--- src/verilog/clock_mode_regs.vh ---
// register offsets, field positions, reset values and timing counts of the clock controller
`ifndef CLOCK_MODE_REGS_VH
`define CLOCK_MODE_REGS_VH
// byte offsets of the register words
`define OFS_SYS_CONTROL_ONE 8'h00
`define OFS_SYS_CONTROL_TWO 8'h04
`define OFS_TICK_CONTROL    8'h08
`define OFS_IRQ_CONTROL     8'h0C
`define OFS_STATUS          8'h10
// sys_control_one fields
`define BIT_STOP_START      7
`define BIT_RELEASE_LEVEL   6
`define BIT_RETURN_SLOW     5
// sys_control_two fields
`define BIT_FAST_OSC_EN     7
`define BIT_SLOW_OSC_EN     6
`define BIT_MAIN_CLK_SEL    5
`define BIT_IDLE            4
`define BIT_TG_HALT         2
`define SYS_TWO_RESET       8'h80
// tick_timer_control fields
`define BIT_STAGE7_SEL      7
`define BIT_TICK_EN         3
`define POS_TICK_SRC        0
// irq control fields
`define BIT_MASTER_IRQ      0
`define BIT_TICK_IRQ_EN     1
// status fields
`define POS_MODE            0
`define POS_MSTATE          4
`define BIT_TICK_LATCH      8
// divider shape and timing
`define PRESCALE_STAGES     2
`define DIVIDER_STAGES      21
`define MACHINE_STATES      4
`define WARMUP_STAGE        16
`endif

--- src/verilog/system_clock_mode_controller.v ---
// system clock and operating mode controller with an ahb-lite register slave
//
// Chosen here: the AHB-Lite interface to the registers and the register addresses.
`timescale 1ns/1ps
`include "clock_mode_regs.vh"

// What this block does
// two-stage prescaler then twenty-one-stage divider
// reset and stop entry/release clear dividers
// stage seven source from mode and selects
// low modes feed slow clock to seven
// warm-up after fast stop uses stage six
// software keeps stage-seven select off single-clock
// machine cycle is four main clock states
// single clock runs fast only, pins general
// reset starts in fast single run mode
// idle bit halts; interrupt returns to run
// release services interrupt or resumes next
// timing halt gates peripherals until tick edge
// deep halt ignores enable, latches tick
// dual clock: both oscillators, mode picks clock
// software starts slow oscillator for dual use
// main select toggles fast dual/low fast-on
// fast enable toggles low fast-on/fast-off
// software keeps slow oscillator on in low
// low fast-off and low sleeps stop stages one-six
// fast dual halt returns to dual run
// low halt fast-off returns to low run
// low halt fast-on keeps fast oscillator
// deep low halt returns on tick edge
// stop by bit, released by pin
// clock switching and gating glitch-free
module system_clock_mode_controller #(
   parameter WARMUP_STAGE = `WARMUP_STAGE   // divider stage ending warm-up
) (
   input  wire        hclk,
   input  wire        hresetn,
   input  wire        hsel,
   input  wire [7:0]  haddr,
   input  wire [1:0]  htrans,
   input  wire        hwrite,
   input  wire [2:0]  hsize,
   input  wire [31:0] hwdata,
   input  wire        hready,
   output reg  [31:0] hrdata,
   output wire        hreadyout,
   output wire        hresp,
   input  wire        fast_clock,        // fast oscillator output
   input  wire        slow_clock,        // slow oscillator output
   input  wire        stop_pin_n,        // stop release pin
   input  wire        irq_request,       // any peripheral or external request
   output reg         main_clk_en,       // one pulse per main system clock
   output reg  [1:0]  machine_state,     // S0..S3
   output reg         cpu_run,
   output reg         periph_clk_en,     // gated peripheral clock enable
   output reg         tick_clk_en,       // tick timer clock enable
   output reg  [22:0] divider_taps,      // prescaler and divider outputs
   output wire        fast_osc_on,
   output wire        slow_osc_on,
   output wire        xtal_pins_general,
   output reg         irq_accept,        // pulse: service interrupt on release
   output reg         resume_next,       // pulse: continue after halt instruction
   output wire        tick_irq_service
);

////////////////////////////////////////////////////////////////////////
// modes
localparam [3:0] FAST_RUN_SINGLE   = 4'h0;
localparam [3:0] FAST_HALT_SINGLE  = 4'h1;
localparam [3:0] DEEP_HALT_FAST    = 4'h2;
localparam [3:0] FAST_RUN_DUAL     = 4'h3;
localparam [3:0] FAST_HALT_DUAL    = 4'h4;
localparam [3:0] LOW_RUN_FAST_ON   = 4'h5;
localparam [3:0] LOW_RUN_FAST_OFF  = 4'h6;
localparam [3:0] LOW_HALT_FAST_ON  = 4'h7;
localparam [3:0] LOW_HALT_FAST_OFF = 4'h8;
localparam [3:0] DEEP_HALT_LOW     = 4'h9;
localparam [3:0] STOP_MODE         = 4'hA;
localparam [3:0] WARM_UP           = 4'hB;

reg  [3:0]  mode;                 // operating mode
reg  [3:0]  next_mode;
reg         warm_from_fast;       // stop was entered from a fast mode
reg         tick_en_at_entry;     // tick enable seen at deep halt entry
reg         tick_irq_latch;
reg         low_source;           // registered main clock source
reg         release_pulse;        // halt released this cycle

// software bits
reg         stop_start;
reg         release_level;
reg         return_slow;
reg         fast_osc_enable;
reg         slow_osc_enable;
reg         main_clock_select;
reg  [7:0]  tick_timer_control;
reg         master_irq_enable;
reg         tick_irq_enable;

////////////////////////////////////////////////////////////////////////
// pin synchronisers; the fast clock must stay below half of hclk
reg  [2:0]  fast_sync;
reg  [2:0]  slow_sync;
reg  [2:0]  stop_sync;
wire        fast_tick = fast_sync[1] & ~fast_sync[2];
wire        slow_tick = slow_sync[1] & ~slow_sync[2];
wire        stop_level = ~stop_sync[1];
wire        stop_edge  = ~stop_sync[1] & stop_sync[2];

always @(posedge hclk or negedge hresetn) begin
   if (!hresetn) begin
      fast_sync <= 3'h0;
      slow_sync <= 3'h0;
      stop_sync <= 3'h7;
   end else begin
      fast_sync <= {fast_sync[1:0], fast_clock};
      slow_sync <= {slow_sync[1:0], slow_clock};
      stop_sync <= {stop_sync[1:0], stop_pin_n};
   end
end

////////////////////////////////////////////////////////////////////////
// mode groups
wire low_mode  = (mode == LOW_RUN_FAST_ON) || (mode == LOW_RUN_FAST_OFF) ||
                 (mode == LOW_HALT_FAST_ON) || (mode == LOW_HALT_FAST_OFF) ||
                 (mode == DEEP_HALT_LOW);
wire deep_halt = (mode == DEEP_HALT_FAST) || (mode == DEEP_HALT_LOW);
wire frozen    = (mode == STOP_MODE);
// stages one to six idle in low run fast-off and in the three low halt modes
wire low_stop16 = (mode == LOW_RUN_FAST_OFF) || (mode == LOW_HALT_FAST_OFF) ||
                  (mode == LOW_HALT_FAST_ON) || (mode == DEEP_HALT_LOW);

// single clock frees the slow crystal pins
assign xtal_pins_general = ~slow_osc_enable;
// both oscillators run in dual operation
assign slow_osc_on = slow_osc_enable & ~frozen;
assign fast_osc_on = fast_osc_enable & ~frozen;

////////////////////////////////////////////////////////////////////////
// prescaler and divider chain, stepped by clock enables
reg  [1:0]  prescaler;
reg  [20:0] divider;
reg         s6_carry;
reg         s7_in;

// carry out of stage six, driven by the fast clock
always @* begin
   s6_carry = fast_tick & (&prescaler) & (&divider[5:0]) & ~low_stop16;
end

// stage seven input selection
always @* begin
   if (low_mode) begin
      // slow clock straight into stage seven
      s7_in = slow_tick;
   end else if (mode == WARM_UP && warm_from_fast) begin
      // stage six drives seven during warm-up
      s7_in = s6_carry;
   end else if (tick_timer_control[`BIT_STAGE7_SEL]) begin
      s7_in = slow_tick;
   end else begin
      s7_in = s6_carry;
   end
end

// divider counting; cleared on stop entry and release
always @(posedge hclk or negedge hresetn) begin
   if (!hresetn) begin
      // reset clears the whole chain
      prescaler <= 2'h0;
      divider   <= 21'h000000;
   end else if ((next_mode == STOP_MODE) != frozen) begin
      // cleared entering and leaving stop
      prescaler <= 2'h0;
      divider   <= 21'h000000;
   end else if (!frozen) begin
      // stages one to six halt in slow sleep
      if (fast_tick && !low_stop16) begin
         prescaler    <= prescaler + 2'h1;
         if (&prescaler)
            divider[5:0] <= divider[5:0] + 6'h01;
      end
      if (s7_in)
         divider[20:6] <= divider[20:6] + 15'h0001;
   end
end

////////////////////////////////////////////////////////////////////////
// main system clock; source changes only at a machine cycle end or while stopped
wire src_tick = low_source ? slow_tick : fast_tick;
wire want_low = low_mode;
// a tick right behind a pulse is dropped, so a source swap never doubles up
wire main_tick = src_tick & ~frozen & ~main_clk_en;

always @(posedge hclk or negedge hresetn) begin
   if (!hresetn) begin
      low_source    <= 1'b0;
      main_clk_en   <= 1'b0;
      machine_state <= 2'h0;
      divider_taps  <= 23'h000000;
   end else begin
      divider_taps <= {divider, prescaler};
      main_clk_en  <= main_tick;
      // four states, one main clock each
      if (main_tick)
         machine_state <= machine_state + 2'h1;
      // swap source only after S3 or in stop, no short pulses
      if ((main_tick && machine_state == 2'h3) || frozen)
         low_source <= want_low;
   end
end

////////////////////////////////////////////////////////////////////////
// tick source edge for deep halt wake-up
reg        tick_src_prev;
reg        tick_src;
always @* begin
   case (tick_timer_control[2:0])
      3'h0:    tick_src = divider[20];
      3'h1:    tick_src = divider[18];
      3'h2:    tick_src = divider[13];
      3'h3:    tick_src = divider[11];
      3'h4:    tick_src = divider[10];
      3'h5:    tick_src = divider[9];
      3'h6:    tick_src = divider[8];
      default: tick_src = divider[6];
   endcase
end
wire tick_fall = tick_src_prev & ~tick_src;

always @(posedge hclk or negedge hresetn) begin
   if (!hresetn)
      tick_src_prev <= 1'b0;
   else
      tick_src_prev <= tick_src;
end

////////////////////////////////////////////////////////////////////////
// bus write decode
reg        wr_pend;
reg  [7:0] wr_addr;
wire       addr_ok = hsel & hready & htrans[1];
wire       wr_two  = wr_pend && wr_addr == `OFS_SYS_CONTROL_TWO;
wire       idle_req = wr_two && hwdata[`BIT_IDLE];
wire       tg_req   = wr_two && hwdata[`BIT_TG_HALT];
wire       stop_req = wr_pend && wr_addr == `OFS_SYS_CONTROL_ONE &&
                      hwdata[`BIT_STOP_START];
wire       stop_release = release_level ? stop_level : stop_edge;

////////////////////////////////////////////////////////////////////////
// operating mode sequencer
always @* begin
   next_mode = mode;
   case (mode)
      FAST_RUN_SINGLE, FAST_RUN_DUAL: begin
         if (stop_req)
            next_mode = STOP_MODE;
         // timing halt in fast operation
         else if (tg_req)
            next_mode = DEEP_HALT_FAST;
         // idle write halts the cpu
         else if (idle_req)
            next_mode = slow_osc_enable ? FAST_HALT_DUAL : FAST_HALT_SINGLE;
         // main select moves to low run
         else if (slow_osc_enable && main_clock_select)
            next_mode = LOW_RUN_FAST_ON;
         else
            next_mode = slow_osc_enable ? FAST_RUN_DUAL : FAST_RUN_SINGLE;
      end
      LOW_RUN_FAST_ON, LOW_RUN_FAST_OFF: begin
         if (stop_req)
            next_mode = STOP_MODE;
         // timing halt in low operation
         else if (tg_req)
            next_mode = DEEP_HALT_LOW;
         else if (idle_req)
            next_mode = fast_osc_enable ? LOW_HALT_FAST_ON : LOW_HALT_FAST_OFF;
         // main select cleared goes back to fast dual
         else if (!main_clock_select && mode == LOW_RUN_FAST_ON)
            next_mode = FAST_RUN_DUAL;
         // fast enable picks fast-on or fast-off
         else
            next_mode = fast_osc_enable ? LOW_RUN_FAST_ON : LOW_RUN_FAST_OFF;
      end
      // any request releases the halt
      FAST_HALT_SINGLE:  if (irq_request) next_mode = FAST_RUN_SINGLE;
      // dual halt returns to dual run
      FAST_HALT_DUAL:    if (irq_request) next_mode = FAST_RUN_DUAL;
      // back to low run fast-off
      LOW_HALT_FAST_OFF: if (irq_request) next_mode = LOW_RUN_FAST_OFF;
      // keeps the fast oscillator while halted
      LOW_HALT_FAST_ON:  if (irq_request) next_mode = LOW_RUN_FAST_ON;
      // wake on selected tick falling edge
      DEEP_HALT_FAST:
         if (tick_fall) next_mode = slow_osc_enable ? FAST_RUN_DUAL : FAST_RUN_SINGLE;
      // low deep halt wakes to low fast-off
      DEEP_HALT_LOW:     if (tick_fall) next_mode = LOW_RUN_FAST_OFF;
      // pin releases stop, level or edge
      STOP_MODE:         if (stop_release) next_mode = WARM_UP;
      WARM_UP:
         if (divider[WARMUP_STAGE - 7])
            next_mode = return_slow ? LOW_RUN_FAST_OFF :
                        (slow_osc_enable ? FAST_RUN_DUAL : FAST_RUN_SINGLE);
      default:           next_mode = FAST_RUN_SINGLE;
   endcase
end

// mode register and release bookkeeping
always @(posedge hclk or negedge hresetn) begin
   if (!hresetn) begin
      // reset lands in fast single run
      mode             <= FAST_RUN_SINGLE;
      warm_from_fast   <= 1'b0;
      tick_en_at_entry <= 1'b0;
      release_pulse    <= 1'b0;
   end else begin
      mode <= next_mode;
      if (next_mode == STOP_MODE && !frozen)
         warm_from_fast <= ~low_mode;
      // capture tick enable, entry ignores it
      if ((next_mode == DEEP_HALT_FAST || next_mode == DEEP_HALT_LOW) && !deep_halt)
         tick_en_at_entry <= tick_timer_control[`BIT_TICK_EN];
      release_pulse <= (~cpu_mode(mode) & cpu_mode(next_mode)) &
                       (mode != WARM_UP);
   end
end

// cpu runs in run modes and after warm-up
function cpu_mode;
   input [3:0] m;
   begin
      cpu_mode = (m == FAST_RUN_SINGLE) || (m == FAST_RUN_DUAL) ||
                 (m == LOW_RUN_FAST_ON) || (m == LOW_RUN_FAST_OFF);
   end
endfunction

////////////////////////////////////////////////////////////////////////
// cpu and peripheral gating, release outcome
always @(posedge hclk or negedge hresetn) begin
   if (!hresetn) begin
      cpu_run       <= 1'b1;
      periph_clk_en <= 1'b0;
      tick_clk_en   <= 1'b0;
      irq_accept    <= 1'b0;
      resume_next   <= 1'b0;
   end else begin
      cpu_run       <= cpu_mode(next_mode);
      // gate on main clock pulses only, never mid-pulse
      periph_clk_en <= main_tick & ~deep_halt & (mode != WARM_UP);
      tick_clk_en   <= main_tick;
      // service first, or fall through
      irq_accept    <= release_pulse & master_irq_enable;
      resume_next   <= release_pulse & ~master_irq_enable;
   end
end

// service needs all three enables
assign tick_irq_service = tick_irq_latch & master_irq_enable &
                          tick_irq_enable & tick_timer_control[`BIT_TICK_EN];

////////////////////////////////////////////////////////////////////////
// ahb-lite slave: zero wait, always okay
assign hreadyout = 1'b1;
assign hresp     = 1'b0;

always @(posedge hclk or negedge hresetn) begin
   if (!hresetn) begin
      wr_pend <= 1'b0;
      wr_addr <= 8'h00;
      hrdata  <= 32'h00000000;
   end else begin
      wr_pend <= addr_ok & hwrite;
      wr_addr <= haddr;
      if (addr_ok && !hwrite) begin
         case (haddr)
            `OFS_SYS_CONTROL_ONE:
               hrdata <= {24'h000000, stop_start, release_level, return_slow, 5'h00};
            `OFS_SYS_CONTROL_TWO:
               hrdata <= {24'h000000, fast_osc_enable, slow_osc_enable,
                          main_clock_select, 5'h00};
            `OFS_TICK_CONTROL: hrdata <= {24'h000000, tick_timer_control};
            `OFS_IRQ_CONTROL:
               hrdata <= {30'h00000000, tick_irq_enable, master_irq_enable};
            `OFS_STATUS:
               hrdata <= {23'h000000, tick_irq_latch, 2'h0, machine_state, mode};
            default: hrdata <= 32'h00000000;   // unmapped reads zero
         endcase
      end
   end
end

// register storage; idle and halt bits act as write strobes
always @(posedge hclk or negedge hresetn) begin
   if (!hresetn) begin
      stop_start         <= 1'b0;
      release_level      <= 1'b0;
      return_slow        <= 1'b0;
      fast_osc_enable    <= 1'b1;
      slow_osc_enable    <= 1'b0;
      main_clock_select  <= 1'b0;
      tick_timer_control <= 8'h00;
      master_irq_enable  <= 1'b0;
      tick_irq_enable    <= 1'b0;
      tick_irq_latch     <= 1'b0;
   end else begin
      if (wr_pend && wr_addr == `OFS_SYS_CONTROL_ONE) begin
         release_level <= hwdata[`BIT_RELEASE_LEVEL];
         return_slow   <= hwdata[`BIT_RETURN_SLOW];
      end
      // stop bit reads back while stopped
      stop_start <= (next_mode == STOP_MODE);
      if (wr_two) begin
         fast_osc_enable   <= hwdata[`BIT_FAST_OSC_EN];
         slow_osc_enable   <= hwdata[`BIT_SLOW_OSC_EN];
         main_clock_select <= hwdata[`BIT_MAIN_CLK_SEL];
      end
      if (wr_pend && wr_addr == `OFS_TICK_CONTROL)
         tick_timer_control <= hwdata[7:0];
      if (wr_pend && wr_addr == `OFS_IRQ_CONTROL) begin
         master_irq_enable <= hwdata[`BIT_MASTER_IRQ];
         tick_irq_enable   <= hwdata[`BIT_TICK_IRQ_EN];
      end
      // latch on return; set beats write-one clear
      if (deep_halt && !(next_mode == DEEP_HALT_FAST || next_mode == DEEP_HALT_LOW) &&
          tick_en_at_entry)
         tick_irq_latch <= 1'b1;
      else if (wr_pend && wr_addr == `OFS_STATUS && hwdata[`BIT_TICK_LATCH])
         tick_irq_latch <= 1'b0;
   end
end

endmodule

--- config.mk ---
export PLATFORM = sky130hd
export DESIGN_NAME = system_clock_mode_controller
export DESIGN_NICKNAME = d
export VERILOG_FILES = /design/src/verilog/system_clock_mode_controller.v
export VERILOG_INCLUDE_DIRS = /design/src /design/src/verilog
export SDC_FILE = /design/constraint.sdc
export NUM_CORES = 1
export LEC_CHECK = 0
export BUFFER_PORTS_ARGS = -buffer_cell sky130_fd_sc_hd__buf_2
export CAP_MARGIN = 20
export CORE_ASPECT_RATIO = 1.75
export CORE_MARGIN = 2
export CORE_UTILIZATION = 48
export CTS_CLUSTER_SIZE = 16
export DETAILED_ROUTE_END_ITERATION = 12
export PLACE_DENSITY = 0.79
export SLEW_MARGIN = 20
export SYNTH_ARGS = -nofsm -noshare
export SYNTH_HDL_FRONTEND = slang
export SYNTH_SLANG_ARGS = --single-unit
--- constraint.sdc ---
create_clock -name hclk -period 3.4 [get_ports hclk]
set_input_delay 1.02 -clock hclk [delete_from_list [all_inputs] [get_ports hclk]]
set_output_delay 1.02 -clock hclk [all_outputs]
set_load 0.01 [all_outputs]
* Yosys cells after proc, flatten, opt, wreduce, memory -nomap -nowiden
Cells that the tools add are included.
W data, S select, Z words.
** Operators by class
- Add/sub/neg operators :: 4
- Equality and inequality tests :: 35
- Mux-type cells :: 39
- Bitwise logic cells :: 35
- Reduce and logical (&&, ||, !) cells :: 57
** Operators with widths (number)
- $mux W4 :: 13
- $pmux W9 S5 :: 1
- $mux W21 :: 2
- $pmux W4 S10 :: 1
- $eq A8 B4 Y1 const B :: 4
- $eq A4 B3 Y1 const B :: 6
- $eq A4 B4 Y1 const B :: 6
- $and A1 B1 Y1 :: 23
- $logic_and A1 B1 Y1 :: 19
- $mux W3 :: 6
- $eq A4 B2 Y1 const B :: 4
- $eq A8 B3 Y1 const B :: 2
- $eq A8 B5 Y1 const B :: 2
- $logic_not A8 Y1 :: 2
- $logic_or A1 B1 Y1 :: 16
- $add A15 B1 Y15 const B :: 1
- $mux W15 :: 1
- $mux W6 :: 2
- $not A1 Y1 :: 12
- $mux W2 :: 5
- $eq A3 B3 Y1 const B :: 3
- $logic_not A4 Y1 :: 2
- $reduce_bool A2 Y1 :: 4
- $mux W1 :: 7
- 16 further kinds :: 26
** Storage, ports and cells
- Register bits after elaboration :: 129
- Input port bits :: 54
- Output and inout bits :: 69
- Word-level logic and storage cells :: 202

* Logic depth before layout (Yosys ltp)
Gate-level depths: netlist (run 1).
- Depth in word-level cells :: 13
- Mapped depth :: 18
- Depth with buffers taken out :: 15

* Worst setup path after synthesis (run 1)
OpenSTA, ideal clock, no wires.
- Path kind :: input -> register
- Start :: in irq_request
- End :: reg divider[18]
- Setup time :: 0.132 ns
- Arrival :: 3.527 ns
- Required time :: 3.268 ns
- Setup slack :: -0.259 ns
- Stages :: 15
- Path buffers :: 2
- Path through :: nor3b_1 > o21ai_0 > a22oi_1 > a31oi_1 > nand4_4 > or2_1 > nor2b_1 > ha_1 > clkbuf_1 > a31oi_4 > and3_1 > buf_2 > nand4_1 > xor2_1 > nor2_1
** Between the ends
- Word-level cells in the longest chain between the ends :: 6
- Elaborated cells between the ends (all ways) :: 11
- Classes of those cells :: 3 x eq/ne; 6 x mux; 2 x reduce/logical
** RTL lines
- start, declared :: line system_clock_mode_controller.v:51 : input wire irq_request,
- $mux W4, on equally long branches
- $pmux W4 S10 (*) :: line system_clock_mode_controller.v:254 : case (mode)
- named net next_mode[0] :: line system_clock_mode_controller.v:82 : reg [3:0] next_mode;
- $eq A4 B4 Y1 (*) :: line system_clock_mode_controller.v:172 : end else if ((next_mode == STOP_MODE) != frozen) begin
- $ne A1 B1 Y1 (*) :: line system_clock_mode_controller.v:172
- $ne A2 B1 Y1 (no source line) or $reduce_bool A2 Y1 (tied branches)
- $reduce_and A2 Y1 (no source line)
- end signal, assigned :: line system_clock_mode_controller.v:184 : divider[20:6] <= divider[20:6] + 15'h0001;
- end, declared :: line system_clock_mode_controller.v:142 : reg [20:0] divider;
The timed path passes the listed nets; every way through them passes the cells marked *.
A chain may end at the register's enable or synchronous reset.

* Worst setup path in the final report (run 1)
- Start :: reg wr_addr[1]
- End :: reg divider[14]
** Between the ends
- Word-level cells in the longest chain between the ends :: 11
- Elaborated cells between the ends (all ways) :: 20
- Classes of those cells :: 4 x eq/ne; 8 x mux; 8 x reduce/logical
** RTL lines
- start, declared :: line system_clock_mode_controller.v:241 : reg [7:0] wr_addr;
- start signal, assigned :: line system_clock_mode_controller.v:373 : wr_addr <= haddr;
- $eq A8 B3 Y1 (no source line)
- $logic_and A1 B1 Y1 (no source line)
- $logic_and A1 B1 Y1 :: line system_clock_mode_controller.v:244 : wire idle_req = wr_two && hwdata[`BIT_IDLE];
- $mux W4 or $mux W3 (tied branches) :: line system_clock_mode_controller.v:276, system_clock_mode_controller.v:262
- $mux W4 or $mux W3 (tied branches) :: line system_clock_mode_controller.v:274, system_clock_mode_controller.v:259
- $mux W4, on equally long branches :: line system_clock_mode_controller.v:271, system_clock_mode_controller.v:256
- $pmux W4 S10 (*) :: line system_clock_mode_controller.v:254
- $eq A4 B4 Y1 (*) :: line system_clock_mode_controller.v:172
- $ne A1 B1 Y1 (*) :: line system_clock_mode_controller.v:172
- $ne A2 B1 Y1 (no source line) or $reduce_bool A2 Y1 (tied branches)
- $reduce_and A2 Y1 (no source line)
Mark *: on every way between the ends. The rest lies on a longest branch, timed or not.

==> results of run 1 <==
==> critical path, stage by stage (launching register included) <==
cell and delay, ps:
dfrtp_1 410, or4b_4 570, nor3_4 190, buf_4 150, nand3_1 60, nand3_1 140
nor4_4 70, or2_4 280, nor2b_4 180, ha_4 240, a31oi_4 210, and3_2 290
nand4_1 110, xor2_1 180, nor2_1 60
==> cell families after synthesis <==
kind of cell	count (synthesis)	synth area share [%]
XOR/XNOR	19	3.31
buffers and inverters	50	5.85
other	2	0.149
adder cells (fa/ha/maj)	6	1.49
AND/OR/NAND/NOR	173	18.9
multiplexers	31	6.67
AO/OA/AOI/OAI	72	10.7
flip-flops	106	52.9
==> sequential cells by signal, summed over array words and instances (netlist names), 4 cells and up <==
register / flops
divider: 21
divider_taps: 23
hrdata: 9
mode: 4
tick_timer_control: 8
wr_addr: 8
==> Yosys cell counts, drive strengths merged, types with 2 or more instances <==
| master | count |
|---|---|
| a2111oi | 2 |
| a211o | 2 |
| a21oi | 9 |
| a22o | 2 |
| a22oi | 5 |
| a31oi | 4 |
| and2 | 2 |
| and3 | 9 |
| and4 | 4 |
| buf | 31 |
| clkbuf | 11 |
| conb | 2 |
| dfrtp | 101 |
| dfstp | 5 |
| ha | 6 |
| inv | 8 |
| mux2 | 20 |
| mux2i | 11 |
| nand2 | 48 |
| nand2b | 10 |
| nand3 | 8 |
| nand3b | 3 |
| nand4 | 8 |
| nand4b | 2 |
| nor2 | 43 |
| nor2b | 12 |
| nor3 | 7 |
| nor3b | 4 |
| nor4 | 4 |
| o2111ai | 3 |
| o211ai | 4 |
| o21ai | 23 |
| o22ai | 3 |
| o31ai | 3 |
| or2 | 4 |
| xnor2 | 2 |
| xor2 | 17 |
==> what timing repair did <==
| action | 4_1_cts | 5_1_grt |
|---|---|---|
| endpoints found under the setup margin | 4 | 13 |
| pin swaps | 0 | 3 |
| resized for setup | 1 | 9 |
| setup buffers | 0 | 2 |
==> metal layers <==
layer | up-vias | GRT usage, %
met5 | - | 0
li1 | 1764 | -
met3 | 31 | 3.70
met1 | 1849 | 21.7
met2 | 102 | 40.4
met4 | 0 | 12.6
==> report_power, final <==
group | leakage [nW] | internal, W | total, W | switching (W)
registers | 1.33 | 0.00146 | 0.00162 | 0.000162
clock network | 0.136 | 0.000500 | 0.000963 | 0.000462
logic | 1.40 | 0.000523 | 0.00115 | 0.000631
==> per-stage QoR <==
stage	setup TNS (ps)	setup slack, ps	hold slack, ps	util (%)	cells
after floorplan	-144	-35.9	331	-	482
after global placement	-1810	-198	333	55.6	675
after detailed placement	-3000	-283	348	55.6	675
after CTS	0	12.3	364	58.3	691
after global routing	-2.81	-2.40	371	58.8	693
final	0	154	361	58.8	693
==> how the worst max path moves through the flow <==
stage | startpoint | to | slack, ps | cells past startpoint
detailed placement | irq_request | divider[16]$_DFFE_PN0P_ | -280 | 14
global placement | irq_request | divider[16]$_DFFE_PN0P_ | -200 | 14
floorplan | irq_request | divider[14]$_DFFE_PN0P_ | -40 | 15
CTS | tick_timer_control[1]$_DFFE_PN0P_ | divider[15]$_DFFE_PN0P_ | 10 | 14
global route | tick_timer_control[1]$_DFFE_PN0P_ | divider[13]$_DFFE_PN0P_ | -2 | 14
finish | wr_addr[1]$_DFF_PN0_ | divider[14]$_DFFE_PN0P_ | 150 | 14
==> final cells by class <==
| class | count | area (um^2) | share of cell area [%] |
|---|---|---|---|
| clock buffer | 9 | 225 | 3.74 |
| clock inverter | 7 | 48.8 | 0.811 |
| inverter | 8 | 30.0 | 0.499 |
| multi-input combinational | 326 | 2230 | 37.0 |
| sequential | 106 | 2660 | 44.2 |
| tap | 127 | 159 | 2.64 |
| timing repair buffer | 110 | 666 | 11.1 |
==> results.sh, run 1 <==
export IMPL_grt_start_max_net_pins=107
export IMPL_setup_viol=0
export IMPL_core_area_um2=10200
export IMPL_grt_pass1_wl_mm=18.6
export IMPL_met2_length_mm=6.57
export IMPL_gp_congestion=0.861
export IMPL_synth_avg_cell_area_um2=11.0
export IMPL_grtUsageTotal_pct=21.8
export IMPL_synth_edf_count=0
export IMPL_drtIter0Drc=183
export IMPL_cts_buffers=9
export IMPL_area_growth_pct=19.7
export IMPL_root_buffer="clkbuf_16"
export IMPL_final_cell_mix="99 x dfrtp_1, 69 x buf_2, 48 x nand2_1, 42 x nor2_1, 40 x buf_4"
export IMPL_period_share_pct=95.5
export IMPL_diodes=0
export IMPL_rows=49
export IMPL_maxSlewHeadroom_pct=62.2
export IMPL_ys_ff_latch=106
export IMPL_worst_setup_path_type="reg -> reg"
export IMPL_postCtsHoldBufs=0
export IMPL_hold_class="reg -> reg"
export IMPL_drive_above_1_share_pct=31.8
export IMPL_clk_latency_ps=350
export IMPL_synth_area_leaders="dfrtp_1 50%, buf_4 4.0%, mux2_2 4.0%"
export IMPL_power_w=0.00374
export IMPL_final_common_cell="dfrtp_1"
export IMPL_wirelength_met1_mm=4.03
export IMPL_synth_largest_area_cell="dfrtp_1"
export IMPL_finalHoldViolations=0
export IMPL_status="finished, final reports clean"
export IMPL_timing_rr_start="wr_addr[1]$_DFF_PN0_"
export IMPL_cts_sinks=106
export IMPL_mappedNetlistArea_um2=5030
export IMPL_via_per_inst=5.41
export IMPL_critPathCaptureType="register"
export IMPL_fmax_ghz=0.308
export IMPL_start_kind="register"
export IMPL_drv_cap=0
export IMPL_yosysWarnings=0
export IMPL_cp_data_arrival_time_ps=3480
export IMPL_crit_fanout=6
export IMPL_worst_ep_required_time_ps=3630
export IMPL_die_y_um=139
export IMPL_reg2reg_slack_ps=150
export IMPL_leakage_nw=2.87
export IMPL_ys_flop_type="dfrtp_1"
export IMPL_powerDensity_nw_per_um2=621
export IMPL_fin_area_um2=6020
export IMPL_post_dp_hpwl_mm=8.89
export IMPL_hp_start="slow_sync[0]$_DFF_PN0_"
export IMPL_met3_length_um=466
export IMPL_rr_endpoint="divider[14]$_DFFE_PN0P_"
export IMPL_ys_seq_area_share_pct=52.9
export IMPL_finalClockSkew_ps=7.47
export IMPL_h_tree_depth=3
export IMPL_path_clk_slew_ps=70
export IMPL_fillerInstances=875
export IMPL_slew_viol_final=0
export IMPL_cts_tree="yes"
export IMPL_vias=3746
export IMPL_io_buffer_count=70
export IMPL_die_w_um=81.4
export IMPL_hold_path_depth=0
export IMPL_synth_top_area_share_pct=50.3
export IMPL_pin_count=123
export IMPL_antenna_found_initial=0
export IMPL_drt_pass1_iter_count=4
export IMPL_clock_path_buffers=2
export IMPL_ir_worst_vdd_uv=357
export IMPL_hold_end="slow_sync[1]$_DFF_PN0_"
export IMPL_period_needed_ps=3250
export IMPL_reg2reg_depth=14
export IMPL_grt_ovfl_total=0
export IMPL_die_area_um2=11300
export IMPL_first_global_vias=3865
export IMPL_fin_nets=621
export IMPL_tightest_slew_ps=564
export IMPL_place_area_um2=5690
export IMPL_ant_nets=0
export IMPL_yosysUniqueCellTypes=66
export IMPL_top_layer="met4"
export IMPL_start_util_pct=49.1
export IMPL_wl_per_cell_um=16.7
export IMPL_drc_errors=0
export IMPL_synth_async_reset_ratio_pct=100
export IMPL_wl_mm=11.6
export IMPL_syn_inst=459
No activity file was read; power rests on OpenSTA's default activity.
==> run 2: changes to the inputs <==
--- a/config.mk
+++ b/config.mk
@@ -13,6 +13,7 @@
 export CORE_UTILIZATION = 48
 export CTS_CLUSTER_SIZE = 16
 export DETAILED_ROUTE_END_ITERATION = 12
+export MAX_ROUTING_LAYER = met4
 export PLACE_DENSITY = 0.79
 export SLEW_MARGIN = 20
 export SYNTH_ARGS = -nofsm -noshare
==> results.sh, run 2 (same netlist as run 1, synthesis figures left out) <==
export IMPL_status="finished, final reports clean"
export IMPL_post_dp_hpwl_mm=9.09
export IMPL_cts_buffers=9
export IMPL_hp_start="stop_sync[0]$_DFF_PN1_"
export IMPL_timing_rr_start="wr_addr[1]$_DFF_PN0_"
export IMPL_tightest_slew_ps=617
export IMPL_share_comb_of_total_power_pct=29.0
export IMPL_period_needed_ps=3220
export IMPL_worst_setup_path_type="reg -> reg"
export IMPL_crit_slowest_cell="or4b_4"
export IMPL_pin_count=123
export IMPL_p_clk_share_pct=29.5
export IMPL_switchingPower_w=0.00126
export IMPL_drive_above_1_share_pct=31.4
export IMPL_die_y_um=139
export IMPL_largest_reg_flops=23
export IMPL_p_int_w=0.00264
export IMPL_io_buffer_count=70
export IMPL_worst_hold_slack_ps=350
export IMPL_h_tree_depth=3
export IMPL_regArea_um2=2660
export IMPL_crit_fanout=5
export IMPL_drv_cap=0
export IMPL_finalClockSkew_ps=10.5
export IMPL_hold_class="reg -> reg"
export IMPL_final_common_cell="dfrtp_1"
export IMPL_wl_mm=11.8
export IMPL_multiInputGateArea_um2=2210
export IMPL_first_global_vias=3876
export IMPL_path_clk_slew_ps=80
export IMPL_powerDensity_nw_per_um2=644
export IMPL_finalHoldViolations=0
export IMPL_ir_worst_vdd_uv=377
export IMPL_ant_nets=0
export IMPL_slew_viol_final=0
export IMPL_critPathCaptureType="register"
export IMPL_start_util_pct=49.1
export IMPL_clk_latency_ps=350
export IMPL_grt_start_max_net_pins=65
export IMPL_slowest_delay_ps=570
export IMPL_core_area_um2=10200
export IMPL_fillerInstances=859
export IMPL_fin_nets=622
export IMPL_grtUsageTotal_pct=22.6
export IMPL_vias=3778
export IMPL_antenna_found_initial=0
export IMPL_p_sw_share_pct=32.3
export IMPL_setup_viol=0
export IMPL_crit_start="wr_addr[1]$_DFF_PN0_"
export IMPL_root_buffer="clkbuf_16"
export IMPL_maxSlewHeadroom_pct=58.5
export IMPL_dp_slack_ps=-263
export IMPL_fin_ws_ps=177
export IMPL_die_w_um=81.4
export IMPL_start_kind="register"
export IMPL_final_cell_mix="99 x dfrtp_1, 69 x buf_2, 48 x nand2_1, 43 x nor2_1, 41 x buf_4"
export IMPL_clock_path_buffers=2
export IMPL_drc_errors=0
export IMPL_seq_power_share_pct=41.5
export IMPL_path_cells="or4b_4 > nor3_4 > buf_4 > nand3_1 > nand3_2 > nor4_4 > or2_4 > nor2b_4 > ha_4 > a31oi_4 > buf_4 > and3_2 > nand2_1 > xor2_1 > nor2_1"
export IMPL_fmax_ghz=0.310
export IMPL_rows=49
export IMPL_wl_per_cell_um=16.9
export IMPL_leakage_nw=2.90
export IMPL_gp_congestion=0.912
export IMPL_area_growth_pct=20.7
export IMPL_rsz0062_at_grt="false"
export IMPL_diodes=0
export IMPL_drtIter0Drc=158
export IMPL_die_area_um2=11300
export IMPL_drt_pass1_iter_count=4
export IMPL_cts_tree="yes"
export IMPL_worst_ep_required_time_ps=3640
export IMPL_largest_register="divider_taps"
export IMPL_grt_ovfl_total=0
export IMPL_cts_sinks=106
export IMPL_cp_data_arrival_time_ps=3460
export IMPL_reg_largest_list="divider_taps x23, divider x21, hrdata x9"
export IMPL_period_share_pct=94.8
export IMPL_via_per_inst=5.44
export IMPL_grt_pass1_wl_mm=18.8
export IMPL_crit_top_cell="buf_4"
==> run 2: power groups by stage <==
stage	registers (W)	clock network (W)	logic, W
after floorplan	0.00164	0	0.000704
after global placement	0.00163	0	0.00110
after detailed placement	0.00164	0	0.00113
after CTS	0.00162	0.00117	0.00114
after global routing	0.00165	0.00122	0.00124
final	0.00162	0.00115	0.00113
==> run 2: what timing repair did <==
item / CTS / global route
endpoints found under the setup margin: 4 / 11
gates resized for setup: 1 / 6
pin swaps: 0 / 2
setup buffers: 0 / 2
hold buffers: 0 / 0
==> run 2: path summary, 6_finish.rpt <==
kind,endpoint,depth (start not counted),slack (ps)
worst max-delay path,divider[15]$_DFFE_PN0P_,15,180
worst min-delay path,stop_sync[1]$_DFF_PN1_,0,350
worst max register to register,divider[15]$_DFFE_PN0P_,15,180
worst min register to register,stop_sync[1]$_DFF_PN1_,0,350
max in group asynchronous,fast_osc_enable$_DFFE_PN1N_,2,2220
min in group asynchronous,divider[14]$_DFFE_PN0P_,1,530
==> run 2: layout make-up <==
| cell class | count | area share [%] |
|---|---|---|
| Clock buffer | 10 | 3.94 |
| Timing Repair Buffer | 111 | 11.1 |
| Multi-Input combinational cell | 326 | 36.4 |
| Tap cell | 127 | 2.62 |
| Sequential cell | 106 | 43.9 |
| Clock inverter | 6 | 1.57 |
| Inverter | 8 | 0.495 |
==> run 2: per-layer routing <==
metal  wire, um  global-route usage, %  vias up
li1           -                      -     1770
met1       4160                   22.9     1855
met2       6510                   39.3      111
met3        404                   2.79       42
met4        674                   15.0        0
met5          0                      -        -
==> run 2: metrics by stage <==
step | power [W] | instance area [um^2] | setup TNS, ps | std cells | util [%]
after global placement | 0.00274 | 5700 | -2080 | 676 | 55.7
after global routing | 0.00412 | 6070 | 0 | 694 | 59.3
after CTS | 0.00393 | 6040 | 0 | 692 | 59.0
final | 0.00391 | 6070 | 0 | 694 | 59.3
after detailed placement | 0.00277 | 5700 | -2510 | 676 | 55.7
after floorplan | 0.00234 | 5160 | -144 | 482 | -
==> run 2: worst max-delay path: cells and delay by family (launching register included) <==
kind / cells / cell delay [ps]
compound gates: 1 / 200
flops: 1 / 410
simple gates: 10 / 1790
buf+inv: 2 / 310
xor+xnor: 1 / 150
fa+ha+maj: 1 / 240
==> run 3: changes to the inputs <==
--- a/config.mk
+++ b/config.mk
@@ -6,15 +6,16 @@
 export SDC_FILE = /design/constraint.sdc
 export NUM_CORES = 1
 export LEC_CHECK = 0
+export ABC_AREA = 1
 export BUFFER_PORTS_ARGS = -buffer_cell sky130_fd_sc_hd__buf_2
 export CAP_MARGIN = 20
 export CORE_ASPECT_RATIO = 1.75
 export CORE_MARGIN = 2
-export CORE_UTILIZATION = 48
+export CORE_UTILIZATION = 49
 export CTS_CLUSTER_SIZE = 16
 export DETAILED_ROUTE_END_ITERATION = 12
 export MAX_ROUTING_LAYER = met4
-export PLACE_DENSITY = 0.79
+export PLACE_DENSITY = 0.8
 export SLEW_MARGIN = 20
 export SYNTH_ARGS = -nofsm -noshare
 export SYNTH_HDL_FRONTEND = slang
==> results.sh, run 3 <==
export IMPL_largest_reg_flops=23
export IMPL_synth_avg_cell_area_um2=8.74
export IMPL_yosysWarnings=0
export IMPL_die_area_um2=11600
export IMPL_first_global_vias=4463
export IMPL_via_per_inst=5.26
export IMPL_synth_most_common_cell="nand2_1"
export IMPL_synth_area_leaders="dfrtp_1 48%, nand2_1 11%, inv_1 4.5%"
export IMPL_drt_pass1_iter_count=4
export IMPL_leakage_nw=3.13
export IMPL_tightest_slew_ps=582
export IMPL_start_util_pct=49.7
export IMPL_grt_ovfl_total=0
export IMPL_wl_per_cell_um=15.9
export IMPL_reg_largest_list="divider_taps x23, divider x21, hrdata x9"
export IMPL_fin_ws_ps=308
export IMPL_diodes=0
export IMPL_finalClockSkew_ps=9.45
export IMPL_ys_ff_latch=106
export IMPL_period_share_pct=90.9
export IMPL_path_cells="buf_2 > nor2_1 > inv_1 > nor3_1 > nor4_2 > nand2_1 > nor2_1 > nand2_1 > a31oi_1 > ha_1 > a21oi_4 > o21ai_2 > or2_4 > nor2_2 > nor2_1 > nor3_1"
export IMPL_drv_cap=0
export IMPL_finalHoldViolations=0
export IMPL_die_y_um=141
export IMPL_worst_setup_path_type="in -> reg"
export IMPL_post_cts_buffers=0
export IMPL_root_buffer="clkbuf_16"
export IMPL_cp_data_arrival_time_ps=3360
export IMPL_io_buffer_count=70
export IMPL_status="finished, final reports clean"
export IMPL_gp_congestion=0.920
export IMPL_antenna_found_initial=0
export IMPL_fmax_ghz=0.323
export IMPL_synth_largest_area_cell="dfrtp_1"
export IMPL_pin_count=123
export IMPL_synth_top_area_share_pct=48.1
export IMPL_maxSlewHeadroom_pct=61.1
export IMPL_power_w=0.00362
export IMPL_cts_sinks=106
export IMPL_mappedNetlistArea_um2=5260
export IMPL_area_growth_pct=14.9
export IMPL_crit_top_cell="nor2_1"
export IMPL_setup_viol=0
export IMPL_grtUsageTotal_pct=25.0
export IMPL_postCtsHoldBufs=0
export IMPL_drtIter0Drc=213
export IMPL_slew_viol_final=0
export IMPL_die_w_um=82.3
export IMPL_h_tree_depth=3
export IMPL_largest_register="divider_taps"
export IMPL_top_layer="met4"
export IMPL_dp_cells=810
export IMPL_ys_flop_type="dfrtp_1"
export IMPL_utilization_pct=57.2
export IMPL_synth_async_reset_ratio_pct=100
export IMPL_synthTopCellsByCount="157 x nand2_1, 101 x dfrtp_1, 63 x inv_1"
export IMPL_worst_ep_required_time_ps=3670
export IMPL_clock_path_buffers=2
export IMPL_final_common_cell="nand2_1"
export IMPL_start_kind="input port"
export IMPL_hold_class="reg -> reg"
export IMPL_slowest_delay_ps=340
export IMPL_core_area_um2=10600
export IMPL_period_needed_ps=3090
export IMPL_dp_slack_ps=-53.2
export IMPL_ant_nets=0
export IMPL_crit_fanout=5
export IMPL_grt_pass1_wl_mm=21.2
export IMPL_post_dp_hpwl_mm=10.3
export IMPL_final_cell_mix="157 x nand2_1, 100 x dfrtp_1, 69 x buf_2, 63 x inv_1, 42 x nor2_1"
export IMPL_final_cells=826
export IMPL_rows=50
export IMPL_cts_buffers=9
export IMPL_wl_mm=13.2
export IMPL_grt_start_max_net_pins=49
export IMPL_ir_worst_vdd_uv=432
export IMPL_yosysUniqueCellTypes=49
export IMPL_wirelength_met1_mm=4.51
export IMPL_clk_latency_ps=350
export IMPL_ys_seq_area_share_pct=50.6
export IMPL_fin_nets=751
export IMPL_synth_edf_count=0
export IMPL_met2_length_mm=7.20
export IMPL_powerDensity_nw_per_um2=598
export IMPL_critPathCaptureType="register"
export IMPL_syn_inst=602
export IMPL_drive_above_1_share_pct=24.1
export IMPL_rsz0062_at_grt="false"
export IMPL_crit_slowest_cell="ha_1"
export IMPL_drc_errors=0
export IMPL_vias=4344
export IMPL_path_clk_slew_ps=70
export IMPL_cts_tree="yes"
export IMPL_met3_length_um=670
run 3: report_power, final:
group	internal (W)	total (W)	switching, W
clock	0.000502	0.000975	0.000473
combinational	0.000352	0.00101	0.000654
sequential	0.00146	0.00163	0.000177
run 3: critical path: cells and delay by family:
| family | cells | cell delay (ps) |
|---|---|---|
| compound gates | 3 | 530 |
| simple gates | 10 | 1280 |
| fa+ha+maj | 1 | 340 |
| buf+inv | 2 | 180 |
run 3: stage by stage:
| step | setup TNS [ps] | instance area (um^2) | hold WS, ps |
|---|---|---|---|
| 2_1_floorplan | 0 | 5350 | 331 |
| 3_3_place_gp | 0 | 5770 | 333 |
| 3_5_place_dp | -72.0 | 5770 | 343 |
| 4_1_cts | 0 | 6040 | 357 |
| 5_1_grt | 0 | 6040 | 366 |
| 6_report | 0 | 6040 | 353 |
run 3: repair_timing:
| action | in CTS | in global routing |
|---|---|---|
| setup endpoints to repair | 0 | 3 |
| hold endpoints to repair | 0 | 0 |
| gates resized for setup | 0 | 1 |
run 3: path summary, 6_finish.rpt:
check	startpoint	slack (ps)	cells past startpoint	endpoint
setup / recovery	irq_request	310	16	divider[5]$_DFFE_PN0P_
hold / removal	slow_sync[0]$_DFF_PN0_	350	0	slow_sync[1]$_DFF_PN0_
setup reg to reg	mode[1]$_DFF_PN0_	330	17	divider[5]$_DFFE_PN0P_
hold reg to reg	slow_sync[0]$_DFF_PN0_	350	0	slow_sync[1]$_DFF_PN0_
max in group asynchronous	hresetn	2050	2	stop_sync[2]$_DFF_PN1_
min in group asynchronous	hresetn	530	1	wr_addr[0]$_DFF_PN0_
run 3: kinds of logic (layout without fill, tap and decap cells):
logic type | after synthesis | in the layout | share of synthesized area, %
flip-flops | 106 | 106 | 50.6
buffers and inverters | 104 | 175 | 9.85
other | 2 | 25 | 0.143
AO/OA/AOI/OAI | 69 | 69 | 8.28
XOR/XNOR | 10 | 10 | 1.67
AND/OR/NAND/NOR | 301 | 301 | 27.2
multiplexers | 4 | 4 | 0.856
adder cells (fa/ha/maj) | 6 | 6 | 1.43
run 3: final cells by class:
type | count | area (um^2)
inverters | 72 | 273
multi-input cells | 415 | 2170
well taps | 130 | 163
fillers | 933 | 4530
clock inverters | 7 | 50.0
repair buffers | 87 | 505
flip-flops and latches | 106 | 2660
clock buffers | 9 | 225
run 3: layer usage:
metal / track usage [%] / vias to the layer above
li1: - / 2066
met1: 23.2 / 2087
met2: 44.1 / 148
met3: 5.06 / 43
met4: 16.5 / 0
met5: - / -
